[src/shared/scbr_map.vh]
`ifndef SCBR_MAP_VH
`define SCBR_MAP_VH

// ----------------------------------------
// Register byte offsets
// ----------------------------------------
`define SCBR_OFF_RESET_CTRL 12'h00c
`define SCBR_OFF_SYS_CTRL   12'h010
`define SCBR_OFF_CFG_CTRL   12'h014
`define SCBR_OFF_PRIO_ONE   12'h018
`define SCBR_OFF_PRIO_TWO   12'h01c
`define SCBR_OFF_PRIO_THREE 12'h020

// ----------------------------------------
// Field positions
// ----------------------------------------
`define SCBR_BIT_RESET_REQ    2
`define SCBR_KEY_VALUE        16'h05fa
`define SCBR_BIT_WAKE_PEND    4
`define SCBR_BIT_DEEP_SLEEP   2
`define SCBR_BIT_SLEEP_EXIT   1
`define SCBR_BIT_STACK_ALIGN  9
`define SCBR_BIT_BUSF_IGNORE  8
`define SCBR_BIT_DIV_TRAP     4
`define SCBR_BIT_UNALIGN_TRAP 3
`define SCBR_BIT_UNPRIV_TRIG  1
`define SCBR_BIT_THREAD_ANY   0
`define SCBR_PSR_PAD_BIT      9

// ----------------------------------------
// Reset values
// ----------------------------------------
`define SCBR_RST_PRIO 4'h0
`define SCBR_RST_BIT  1'b0

`endif

[src/core/scbr_regs.v]
`timescale 1ns/1ns
`include "scbr_map.vh"

module scbr_regs (
    input  wire        sys_clk_i,
    input  wire        rst_i,
    // APB slave
    input  wire        psel_i,
    input  wire        penable_i,
    input  wire        pwrite_i,
    input  wire [11:0] paddr_i,
    input  wire [31:0] pwdata_i,
    input  wire [3:0]  pstrb_i,
    output reg  [31:0] prdata_o,
    output wire        pready_o,
    output wire        pslverr_o,
    // Core status, same clock
    input  wire        core_wfe_sleep_i,
    input  wire        wfe_exec_i,
    input  wire        send_event_instr_i,
    input  wire        irq_enabled_pend_i,
    input  wire        irq_any_new_pend_i,
    input  wire        event_enabled_i,
    input  wire        handler_last_exit_i,
    input  wire        exc_entry_i,
    input  wire        sp_bit2_i,
    input  wire        exception_return_code_i,
    input  wire        stacked_pad_i,
    input  wire        handler_prio_neg_i,
    input  wire        data_busfault_i,
    input  wire        div_exec_i,
    input  wire        div_zero_i,
    input  wire        unaligned_single_i,
    input  wire        unaligned_multi_i,
    input  wire        trig_write_i,
    input  wire        trig_privileged_i,
    input  wire        thread_return_i,
    input  wire        other_active_i,
    // External event pin
    input  wire        ext_event_i,
    // Outputs to core and system
    output reg         system_reset_request_o,
    output wire        wake_o,
    output wire        deep_sleep_o,
    output wire        sleep_o,
    output wire        stack_pad_o,
    output wire        psr_pad_flag_o,
    output wire        sp_restore_add4_o,
    output wire        busfault_ignore_o,
    output wire        lockup_o,
    output wire        div_trap_o,
    output wire        div_quot_zero_o,
    output wire        usage_fault_unaligned_o,
    output wire        trig_write_accept_o,
    output wire        thread_return_fault_o,
    output wire [31:0] prio_fields_o
);

    // ----------------------------------------
    // Storage
    // ----------------------------------------
    reg        wake_on_any_pending;
    reg        deep_sleep_select;
    reg        sleep_on_handler_exit;
    reg        stack_align_select;
    reg        high_prio_busfault_ignore;
    reg        divide_zero_trap;
    reg        unaligned_access_trap;
    reg        unprivileged_trigger_enable;
    reg        thread_entry_any_level;
    reg [3:0]  prio_hi [0:4];
    reg        event_latch;
    reg        ext_meta;
    reg        ext_sync;
    reg        ext_prev;

    wire       wr_acc   = psel_i & penable_i & pwrite_i;
    // Read word is taken in setup so it is already a flop output in access
    wire       rd_setup = psel_i & ~penable_i & ~pwrite_i;

    // One-hot register select, shared by the write and read paths
    function [5:0] scbr_reg_sel;
        input [11:0] addr;
        begin
            scbr_reg_sel = 6'h00;
            if (addr == `SCBR_OFF_RESET_CTRL) begin
                scbr_reg_sel = 6'h01;
            end else if (addr == `SCBR_OFF_SYS_CTRL) begin
                scbr_reg_sel = 6'h02;
            end else if (addr == `SCBR_OFF_CFG_CTRL) begin
                scbr_reg_sel = 6'h04;
            end else if (addr == `SCBR_OFF_PRIO_ONE) begin
                scbr_reg_sel = 6'h08;
            end else if (addr == `SCBR_OFF_PRIO_TWO) begin
                scbr_reg_sel = 6'h10;
            end else if (addr == `SCBR_OFF_PRIO_THREE) begin
                scbr_reg_sel = 6'h20;
            end
        end
    endfunction

    wire [5:0] reg_sel = scbr_reg_sel(paddr_i);

    // Byte lane to priority slot; 7 means no slot
    function [2:0] scbr_slot;
        input [11:0] addr;
        input [1:0]  lane;
        begin
            scbr_slot = 3'h7;
            if (addr == `SCBR_OFF_PRIO_ONE && lane != 2'h3) begin
                scbr_slot = {1'b0, lane};
            end else if (addr == `SCBR_OFF_PRIO_TWO && lane == 2'h3) begin
                scbr_slot = 3'h3;
            end else if (addr == `SCBR_OFF_PRIO_THREE && lane == 2'h2) begin
                scbr_slot = 3'h4;
            end else if (addr == `SCBR_OFF_PRIO_THREE && lane == 2'h3) begin
                scbr_slot = 3'h5;
            end
        end
    endfunction

    // Zero wait states; unmapped reads give zero, no error
    assign pready_o  = 1'b1;
    assign pslverr_o = 1'b0;

    // ----------------------------------------
    // Priority bytes, byte-lane writable
    // ----------------------------------------
    genvar g;
    generate
        for (g = 0; g < 3; g = g + 1) begin : lane_g
            // Lanes 0-2 of register one map one to one onto slots 0-2
            localparam integer LANE_N = g;
            localparam [1:0]   LANE   = LANE_N[1:0];
            localparam [2:0]   SLOT   = LANE_N[2:0];
            wire [2:0] s = scbr_slot(paddr_i, LANE);
            always @(posedge sys_clk_i) begin
                if (rst_i) begin
                    prio_hi[g] <= `SCBR_RST_PRIO;
                end else if (wr_acc && pstrb_i[g] && s == SLOT) begin
                    prio_hi[g] <= pwdata_i[8*LANE_N+7 -: 4];
                end
            end
        end
    endgenerate

    // Slot 3 is lane 3 of register two, slot 4/5 lanes 2/3 of register three
    wire [2:0] slot2 = scbr_slot(paddr_i, 2'h2);
    wire [2:0] slot3 = scbr_slot(paddr_i, 2'h3);
    always @(posedge sys_clk_i) begin
        if (rst_i) begin
            prio_hi[3] <= `SCBR_RST_PRIO;
            prio_hi[4] <= `SCBR_RST_PRIO;
        end else if (wr_acc) begin
            if (pstrb_i[3] && slot3 == 3'h3) prio_hi[3] <= pwdata_i[31:28];
            if (pstrb_i[2] && slot2 == 3'h4) prio_hi[4] <= pwdata_i[23:20];
        end
    end

    reg [3:0] prio_tick;
    always @(posedge sys_clk_i) begin
        if (rst_i) begin
            prio_tick <= `SCBR_RST_PRIO;
        end else if (wr_acc && pstrb_i[3] && slot3 == 3'h5) begin
            prio_tick <= pwdata_i[31:28];
        end
    end

    // ----------------------------------------
    // Control bits and reset request
    // ----------------------------------------
    wire key_ok = pwdata_i[31:16] == `SCBR_KEY_VALUE;
    wire full_w = pstrb_i == 4'hf;

    // ----------------------------------------
    // Write strobes per register
    // ----------------------------------------
    // Control words take whole-word writes only; a partial write is dropped
    wire wr_full  = wr_acc & full_w;
    wire we_reset = wr_full & reg_sel[0] & key_ok;
    wire we_sys   = wr_full & reg_sel[1];
    wire we_cfg   = wr_full & reg_sel[2];

    // Sticky until system reset clears it; kept apart from any debug reset
    always @(posedge sys_clk_i) begin
        if (rst_i) begin
            system_reset_request_o <= `SCBR_RST_BIT;
        end else if (we_reset && pwdata_i[`SCBR_BIT_RESET_REQ]) begin
            // Debug bits [1:0] are never acted on
            system_reset_request_o <= 1'b1;
        end
    end

    always @(posedge sys_clk_i) begin
        if (rst_i) begin
            wake_on_any_pending   <= `SCBR_RST_BIT;
            deep_sleep_select     <= `SCBR_RST_BIT;
            sleep_on_handler_exit <= `SCBR_RST_BIT;
        end else if (we_sys) begin
            wake_on_any_pending   <= pwdata_i[`SCBR_BIT_WAKE_PEND];
            deep_sleep_select     <= pwdata_i[`SCBR_BIT_DEEP_SLEEP];
            sleep_on_handler_exit <= pwdata_i[`SCBR_BIT_SLEEP_EXIT];
        end
    end

    always @(posedge sys_clk_i) begin
        if (rst_i) begin
            stack_align_select          <= `SCBR_RST_BIT;
            high_prio_busfault_ignore   <= `SCBR_RST_BIT;
            divide_zero_trap            <= `SCBR_RST_BIT;
            unaligned_access_trap       <= `SCBR_RST_BIT;
            unprivileged_trigger_enable <= `SCBR_RST_BIT;
            thread_entry_any_level      <= `SCBR_RST_BIT;
        end else if (we_cfg) begin
            stack_align_select          <= pwdata_i[`SCBR_BIT_STACK_ALIGN];
            high_prio_busfault_ignore   <= pwdata_i[`SCBR_BIT_BUSF_IGNORE];
            divide_zero_trap            <= pwdata_i[`SCBR_BIT_DIV_TRAP];
            unaligned_access_trap       <= pwdata_i[`SCBR_BIT_UNALIGN_TRAP];
            unprivileged_trigger_enable <= pwdata_i[`SCBR_BIT_UNPRIV_TRIG];
            thread_entry_any_level      <= pwdata_i[`SCBR_BIT_THREAD_ANY];
        end
    end

    // ----------------------------------------
    // Read mux
    // ----------------------------------------
    wire [31:0] prio_one_word   = {8'h00, prio_hi[2], 4'h0, prio_hi[1], 4'h0, prio_hi[0], 4'h0};
    wire [31:0] prio_two_word   = {prio_hi[3], 4'h0, 24'h00_0000};
    wire [31:0] prio_three_word = {prio_tick, 4'h0, prio_hi[4], 4'h0, 16'h0000};

    reg [31:0] next_rdata;
    always @* begin
        next_rdata = 32'h0000_0000;
        if (reg_sel[0]) begin
            next_rdata = 32'h0000_0000;
        end else if (reg_sel[1]) begin
            next_rdata[`SCBR_BIT_WAKE_PEND]  = wake_on_any_pending;
            next_rdata[`SCBR_BIT_DEEP_SLEEP] = deep_sleep_select;
            next_rdata[`SCBR_BIT_SLEEP_EXIT] = sleep_on_handler_exit;
        end else if (reg_sel[2]) begin
            next_rdata[`SCBR_BIT_STACK_ALIGN]  = stack_align_select;
            next_rdata[`SCBR_BIT_BUSF_IGNORE]  = high_prio_busfault_ignore;
            next_rdata[`SCBR_BIT_DIV_TRAP]     = divide_zero_trap;
            next_rdata[`SCBR_BIT_UNALIGN_TRAP] = unaligned_access_trap;
            next_rdata[`SCBR_BIT_UNPRIV_TRIG]  = unprivileged_trigger_enable;
            next_rdata[`SCBR_BIT_THREAD_ANY]   = thread_entry_any_level;
        end else if (reg_sel[3]) begin
            next_rdata = prio_one_word;
        end else if (reg_sel[4]) begin
            next_rdata = prio_two_word;
        end else if (reg_sel[5]) begin
            next_rdata = prio_three_word;
        end
    end

    // Read data registered; stable from the access edge onward
    always @(posedge sys_clk_i) begin
        if (rst_i) begin
            prdata_o <= 32'h0000_0000;
        end else if (rd_setup) begin
            prdata_o <= next_rdata;
        end
    end

    // ----------------------------------------
    // Wake logic
    // ----------------------------------------
    // External pin is asynchronous: two flops before use
    always @(posedge sys_clk_i) begin
        if (rst_i) begin
            ext_meta <= 1'b0;
            ext_sync <= 1'b0;
            ext_prev <= 1'b0;
        end else begin
            ext_meta <= ext_event_i;
            ext_sync <= ext_meta;
            ext_prev <= ext_sync;
        end
    end

    wire ext_rise   = ext_sync & ~ext_prev;
    wire wake_en    = event_enabled_i | irq_enabled_pend_i;
    wire wake_pend  = wake_on_any_pending & irq_any_new_pend_i;
    wire wake_instr = send_event_instr_i | ext_rise;
    wire wake_src   = wake_en | wake_pend | wake_instr;

    // Latch holds an event seen while not sleeping; consumed by next wait
    always @(posedge sys_clk_i) begin
        if (rst_i) begin
            event_latch <= 1'b0;
        end else if (wake_src && !core_wfe_sleep_i) begin
            event_latch <= 1'b1;
        end else if (wfe_exec_i || core_wfe_sleep_i) begin
            event_latch <= 1'b0;
        end
    end

    // Combinational so a wait returns the same cycle it finds the latch set
    assign wake_o = (core_wfe_sleep_i | wfe_exec_i) & (wake_src | event_latch);

    // ----------------------------------------
    // Core control outputs
    // ----------------------------------------
    assign deep_sleep_o  = deep_sleep_select;
    assign sleep_o       = handler_last_exit_i & sleep_on_handler_exit;
    // Pad only when 8-byte alignment chosen and SP sits on a 4-byte boundary
    assign stack_pad_o    = exc_entry_i & stack_align_select & sp_bit2_i;
    assign psr_pad_flag_o = stack_pad_o;
    assign sp_restore_add4_o = exception_return_code_i & stacked_pad_i;
    assign busfault_ignore_o = data_busfault_i & handler_prio_neg_i & high_prio_busfault_ignore;
    assign lockup_o          = data_busfault_i & handler_prio_neg_i & ~high_prio_busfault_ignore;
    assign div_trap_o        = div_exec_i & div_zero_i & divide_zero_trap;
    assign div_quot_zero_o   = div_exec_i & div_zero_i & ~divide_zero_trap;
    assign usage_fault_unaligned_o = (unaligned_single_i & unaligned_access_trap)
                                   | unaligned_multi_i;
    assign trig_write_accept_o = trig_write_i & (trig_privileged_i | unprivileged_trigger_enable);
    assign thread_return_fault_o = thread_return_i & other_active_i & ~thread_entry_any_level;
    assign prio_fields_o = {prio_tick, prio_hi[4], prio_hi[3], prio_hi[2], prio_hi[1], prio_hi[0], 8'h00};

endmodule

[config.mk]
export PLATFORM = sky130hd
export DESIGN_NAME = scbr_regs
export DESIGN_NICKNAME = d
export VERILOG_FILES = /design/src/core/scbr_regs.v
export VERILOG_INCLUDE_DIRS = /design/src /design/src/shared
export SDC_FILE = /design/constraint.sdc
export NUM_CORES = 1
export LEC_CHECK = 0
export BUFFER_PORTS_ARGS = -buffer_cell sky130_fd_sc_hd__buf_2
export CORE_ASPECT_RATIO = 0.7
export CORE_MARGIN = 5
export CORE_UTILIZATION = 50
export CTS_BUF_LIST = sky130_fd_sc_hd__clkbuf_4 sky130_fd_sc_hd__clkbuf_8
export DETAILED_ROUTE_END_ITERATION = 8
export GPL_TIMING_DRIVEN = 0
export PLACE_DENSITY_LB_ADDON = 0.1
export SKIP_LAST_GASP = 1
export SYNTH_ARGS = -nofsm -noshare
export SYNTH_HDL_FRONTEND = slang
export SYNTH_SLANG_ARGS = --single-unit
export TNS_END_PERCENT = 100
[constraint.sdc]
create_clock -name sys_clk_i -period 3.9 [get_ports sys_clk_i]
set_input_delay 0.195 -clock sys_clk_i [delete_from_list [all_inputs] [get_ports sys_clk_i]]
set_output_delay 0.195 -clock sys_clk_i [all_outputs]
set_load 0.005 [all_outputs]
* Yosys cells after proc, flatten, opt, wreduce, memory -nomap -nowiden
Memory sizes are Yosys's and may differ from the RTL's.
Index checks and enable logic that the tools add are counted.
** Operators by class
- Equal/unequal tests :: 13
- Multiplexer cells :: 53
- Bitwise logic cells :: 45
- Reduce and logical (&&, ||, !) cells :: 16
** Operators by type and width (count)
- $mux 32 :: 4
- $eq 12x5->1 const B :: 4
- $mux 6 :: 6
- $mux 27 :: 1
- $and 1x1->1 :: 26
- $mux 1 :: 25
- $mux 22 :: 1
- $mux 4 :: 5
- $eq 16x11->1 const B :: 1
- $mux 3 :: 5
- $or 1x1->1 :: 13
- $eq 12x4->1 const B :: 1
- $eq 12x6->1 const B :: 1
- $logic_and 1x1->1 :: 12
- $mux 2 :: 6
- $eq 3x2->1 const B :: 2
- $eq 3x3->1 const B :: 2
- $not 1->1 :: 6
- $eq 4x4->1 const B :: 1
- $eq 3x1->1 const B :: 1
- $logic_not 3->1 :: 1
- $reduce_bool 2->1 :: 1
- $logic_not 1->1 :: 1
- $logic_or 1x1->1 :: 1
** Storage, ports and cells
- Register bits after elaboration :: 50
- Memory bits (writable) :: 20
- Output and inout port bits :: 80
- Word-level logic and storage cells :: 144
- Memories kept :: 1
** Memory list
- prio_hi :: depth 5, width 4, read ports 5, clocked after memory_dff 0, wr ports 5, line scbr_regs.v:71 : reg [3:0] prio_hi [0:4];

* Longest topological paths before layout
- Word-level depth :: 13
- Depth in mapped cells :: 6
- Depth with buffers taken out :: 4

* Worst setup path before layout
OpenSTA, ideal clock, no wires.
- Kind :: input to register
- Start point :: input paddr_i[7]
- End point :: memory prio_hi[2][0], enable pin
- Arrival time :: 1.781 ns
- Required time :: 3.539 ns
- Path slack :: 1.757 ns
- Stages :: 4
- Buffers on the path :: 1
- Path through :: or4b_1 > buf_6 > or4_4 > o21ai_0
** RTL lines
- from (decl) :: line scbr_regs.v:11 : input wire [11:0] paddr_i,
- to (decl) :: line scbr_regs.v:71

==> results.cfg <==
[logic_synthesis]
ys_types = 45
syn_inst = 317
avgSynthCellArea_um2 = 9.30
synth_area_leaders = dfxtp_1 (27%), edfxtp_1 (20%), buf_4 (5.3%)
synthSimpleGateAreaFrac_pct = 28.3
yosys-top-cells-count = dfxtp_1 (40), nor2_1 (37), nand3_1 (25), buf_4 (21)
synthMuxAreaShare_pct = 1.70
yosysTopAreaCellShare_pct = 27.2
ys_seq_elements = 60
synth-compound-area-share_pct = 12.6
synth_edf_count = 20
ys.flop_type = dfxtp_1
synth_area_um2 = 2950
synth_xor_area_share_pct = 0
synth_largest_area_cell = dfxtp_1
yosysSeqAreaShare_pct = 47.5
synth_top_family_by_area = simple AND/OR/NAND/NOR gates
synth-adder-area-share_pct = 0
yosysWarningCount = 0
synthArstFlopShare_pct = 0
synth.most_common_cell = dfxtp_1

[place]
pre_cts_slack_ns = 1.35
hpwlAfterDp_mm = 6.91
post_dp_cell_area_um2 = 3760
io_buffers = 131
dp.cells = 541
place_congestion = 0.851

[sta]
setup_tns_ns = 0
setup_slack_ns = 1.70
slew_viol_final = 0
post-route-period-util_pct = 56.4
worstMarginPinSlew_ns = 0.862
rsz0062_at_grt = false
fmax_mhz = 454
maxSlewHeadroom_pct = 41.8
fin_crit_ns = 2.20
setup_viol = 0
hold_viol_final = 0
fin_skew_ns = 0.00966

[setup_path]
critPathCapture = prio_hi[2][1]
worstPathArrival_ns = 2.17
end_kind = flip-flop
critPathKind = primary input to flip-flop
crit_path_start_kind = primary input
reg2reg_slack_ns = 2.74
regToRegEndpoint = prdata_o[4]
r2r_start = wake_on_any_pending
reg2reg_depth = 3
crit_required_ns = 3.87
startpoint = paddr_i[7]
worstPathMaxFanout = 10

[finish]
top_register = prdata_o
fillCellCount = 498
area_growth_pct = 33.4
n_antenna_cell = 0
post-route-cell-area_um2 = 3930
largest_reg_flops = 22
final-instance-count-excl-fill = 557
drive_gt1_share_pct = 38.6
final_nets = 552
final-seq-area_um2 = 1400
top_regs = prdata_o: 22 flops, prio_hi: 20 flops, prio_tick: 4 flops
multiInputGateArea_um2 = 1330

[min_path]
hold-path-cell-count = 2
hold_class = primary input to flip-flop

[global_route]
grt_max_degree = 11
grt_pass1_wl_mm = 13.0
grt_pass1_vias = 2649
antenna_found_initial = 0
grt_overflow_total = 0
grt_use_total_pct = 22.6

[routing]
antenna_left = 0
firstDrtPassIters = 5
vias = 2886
wl_met1_mm = 3.56
drtIter0Drc = 190
wire_per_inst_um = 15.4
met2_length_mm = 3.96
highest_layer = met4
dr_wl_met3_mm = 1.02
vias_per_cell = 5.18
drc = 0
routed_wirelength_mm = 8.60

[die]
coreArea_um2 = 5730
pin_count = 155
start_util_pct = 51.5
row_count = 23
die_x_um = 102
die-area_um2 = 7560
die_h_um = 74.2

[pwr]
power_frac_seq_pct = 51.9
p_int_mw = 0.962
peakVddDrop_uv = 185
combinationalPowerShare_pct = 10.6
clkPwrFrac_pct = 37.4
p_leak_nw = 1.79
p_switching_mw = 0.316
p_per_area_nw_per_um2 = 325
switching_share_pct = 24.8

[clocking]
clk_latency_ns = 0.34
max-clock-path-buffers = 2
cts_tree = yes
clock_sinks = 60
cts_hold_buf = 0
cts-htree-levels = 3
ctsResizeCount = 0
cts_root_buf = clkbuf_8
cts_buffers = 9
clk_pin_slew_ns = 0.06
post_cts_buffers = 0

[job]
maxCapViolCount = 0

[status]
status = finished clean
[critical path, stage by stage]
cell and delay, ns:
buf_2 0.12, or4b_1 0.54, buf_6 0.17, or4_4 0.53, o21ai_0 0.61
[power groups by stage]
stage / clock network (mW) / registers [mW] / logic [mW]
after floorplan: 0 / 0.678 / 0.0614
after global placement: 0 / 0.677 / 0.131
after detailed placement: 0 / 0.677 / 0.134
after CTS: 0.488 / 0.663 / 0.134
after global routing: 0.514 / 0.665 / 0.150
final: 0.478 / 0.664 / 0.136
[logic make-up after synthesis]
family | count (synthesis)
other | 2
muxes | 5
DFF | 60
AOI/OAI and AO/OA | 60
buffers and inverters | 50
and+or+nand+nor | 140
[area by class of cell]
cell class / instances / share of cell area [%]
flip-flops and latches: 60 / 35.6
multi-input cells: 225 / 33.9
repair buffers: 131 / 16.7
plain buffers: 34 / 5.66
clock buffers: 11 / 3.53
well taps: 75 / 2.39
inverters: 16 / 1.53
clock inverters: 5 / 0.732
[cells in the final DEF (no fill, tap or decap), types with 2 or more instances in the layout]
cell type  instances
nand4_1            6
mux2i_1            5
buf_2            132
nor2_1            37
edfxtp_1          20
nor3_1             3
nand2_1           17
nor4_4             4
or3b_2             2
and3_1             4
nand2b_1           2
nor4_1             4
dfxtp_1           40
a22oi_1           16
buf_4             21
nand3_1           25
or4_4              3
nor2b_1            4
and2_1            12
clkbuf_1          10
a21oi_1           20
nor4_2             2
or2_2              2
buf_6              2
or4_1              3
or4b_1             2
clkbuf_4           2
clkinv_2           4
conb_1            20
a21o_1             3
o21ai_0           14
clkbuf_8           9
inv_1             16
[through the flow]
step                utilization (%)  hold WS (ns)  power (mW)
finish                         68.7        0.0349        1.28
global route                   68.7        0.0346        1.33
floorplan                         -         0.273       0.739
detailed placement             65.7         0.389       0.811
CTS                            68.7        0.0219        1.29
global placement               65.7         0.379       0.808
[layer usage]
layer / up-vias / GRT usage (%)
met5: - / 0
met4: 0 / 4.87
met3: 5 / 7.87
met2: 143 / 36.5
met1: 1315 / 29.6
li1: 1423 / -
[how the worst min path moves through the flow]
stage	from	end	slack [ns]
final	core_wfe_sleep_i	event_latch	0.03
after global routing	core_wfe_sleep_i	event_latch	0.03
after CTS	core_wfe_sleep_i	event_latch	0.02
after detailed placement	core_wfe_sleep_i	event_latch	0.39
after global placement	core_wfe_sleep_i	event_latch	0.38
after floorplan	core_wfe_sleep_i	event_latch	0.27
(Power assumes the default switching activity.)
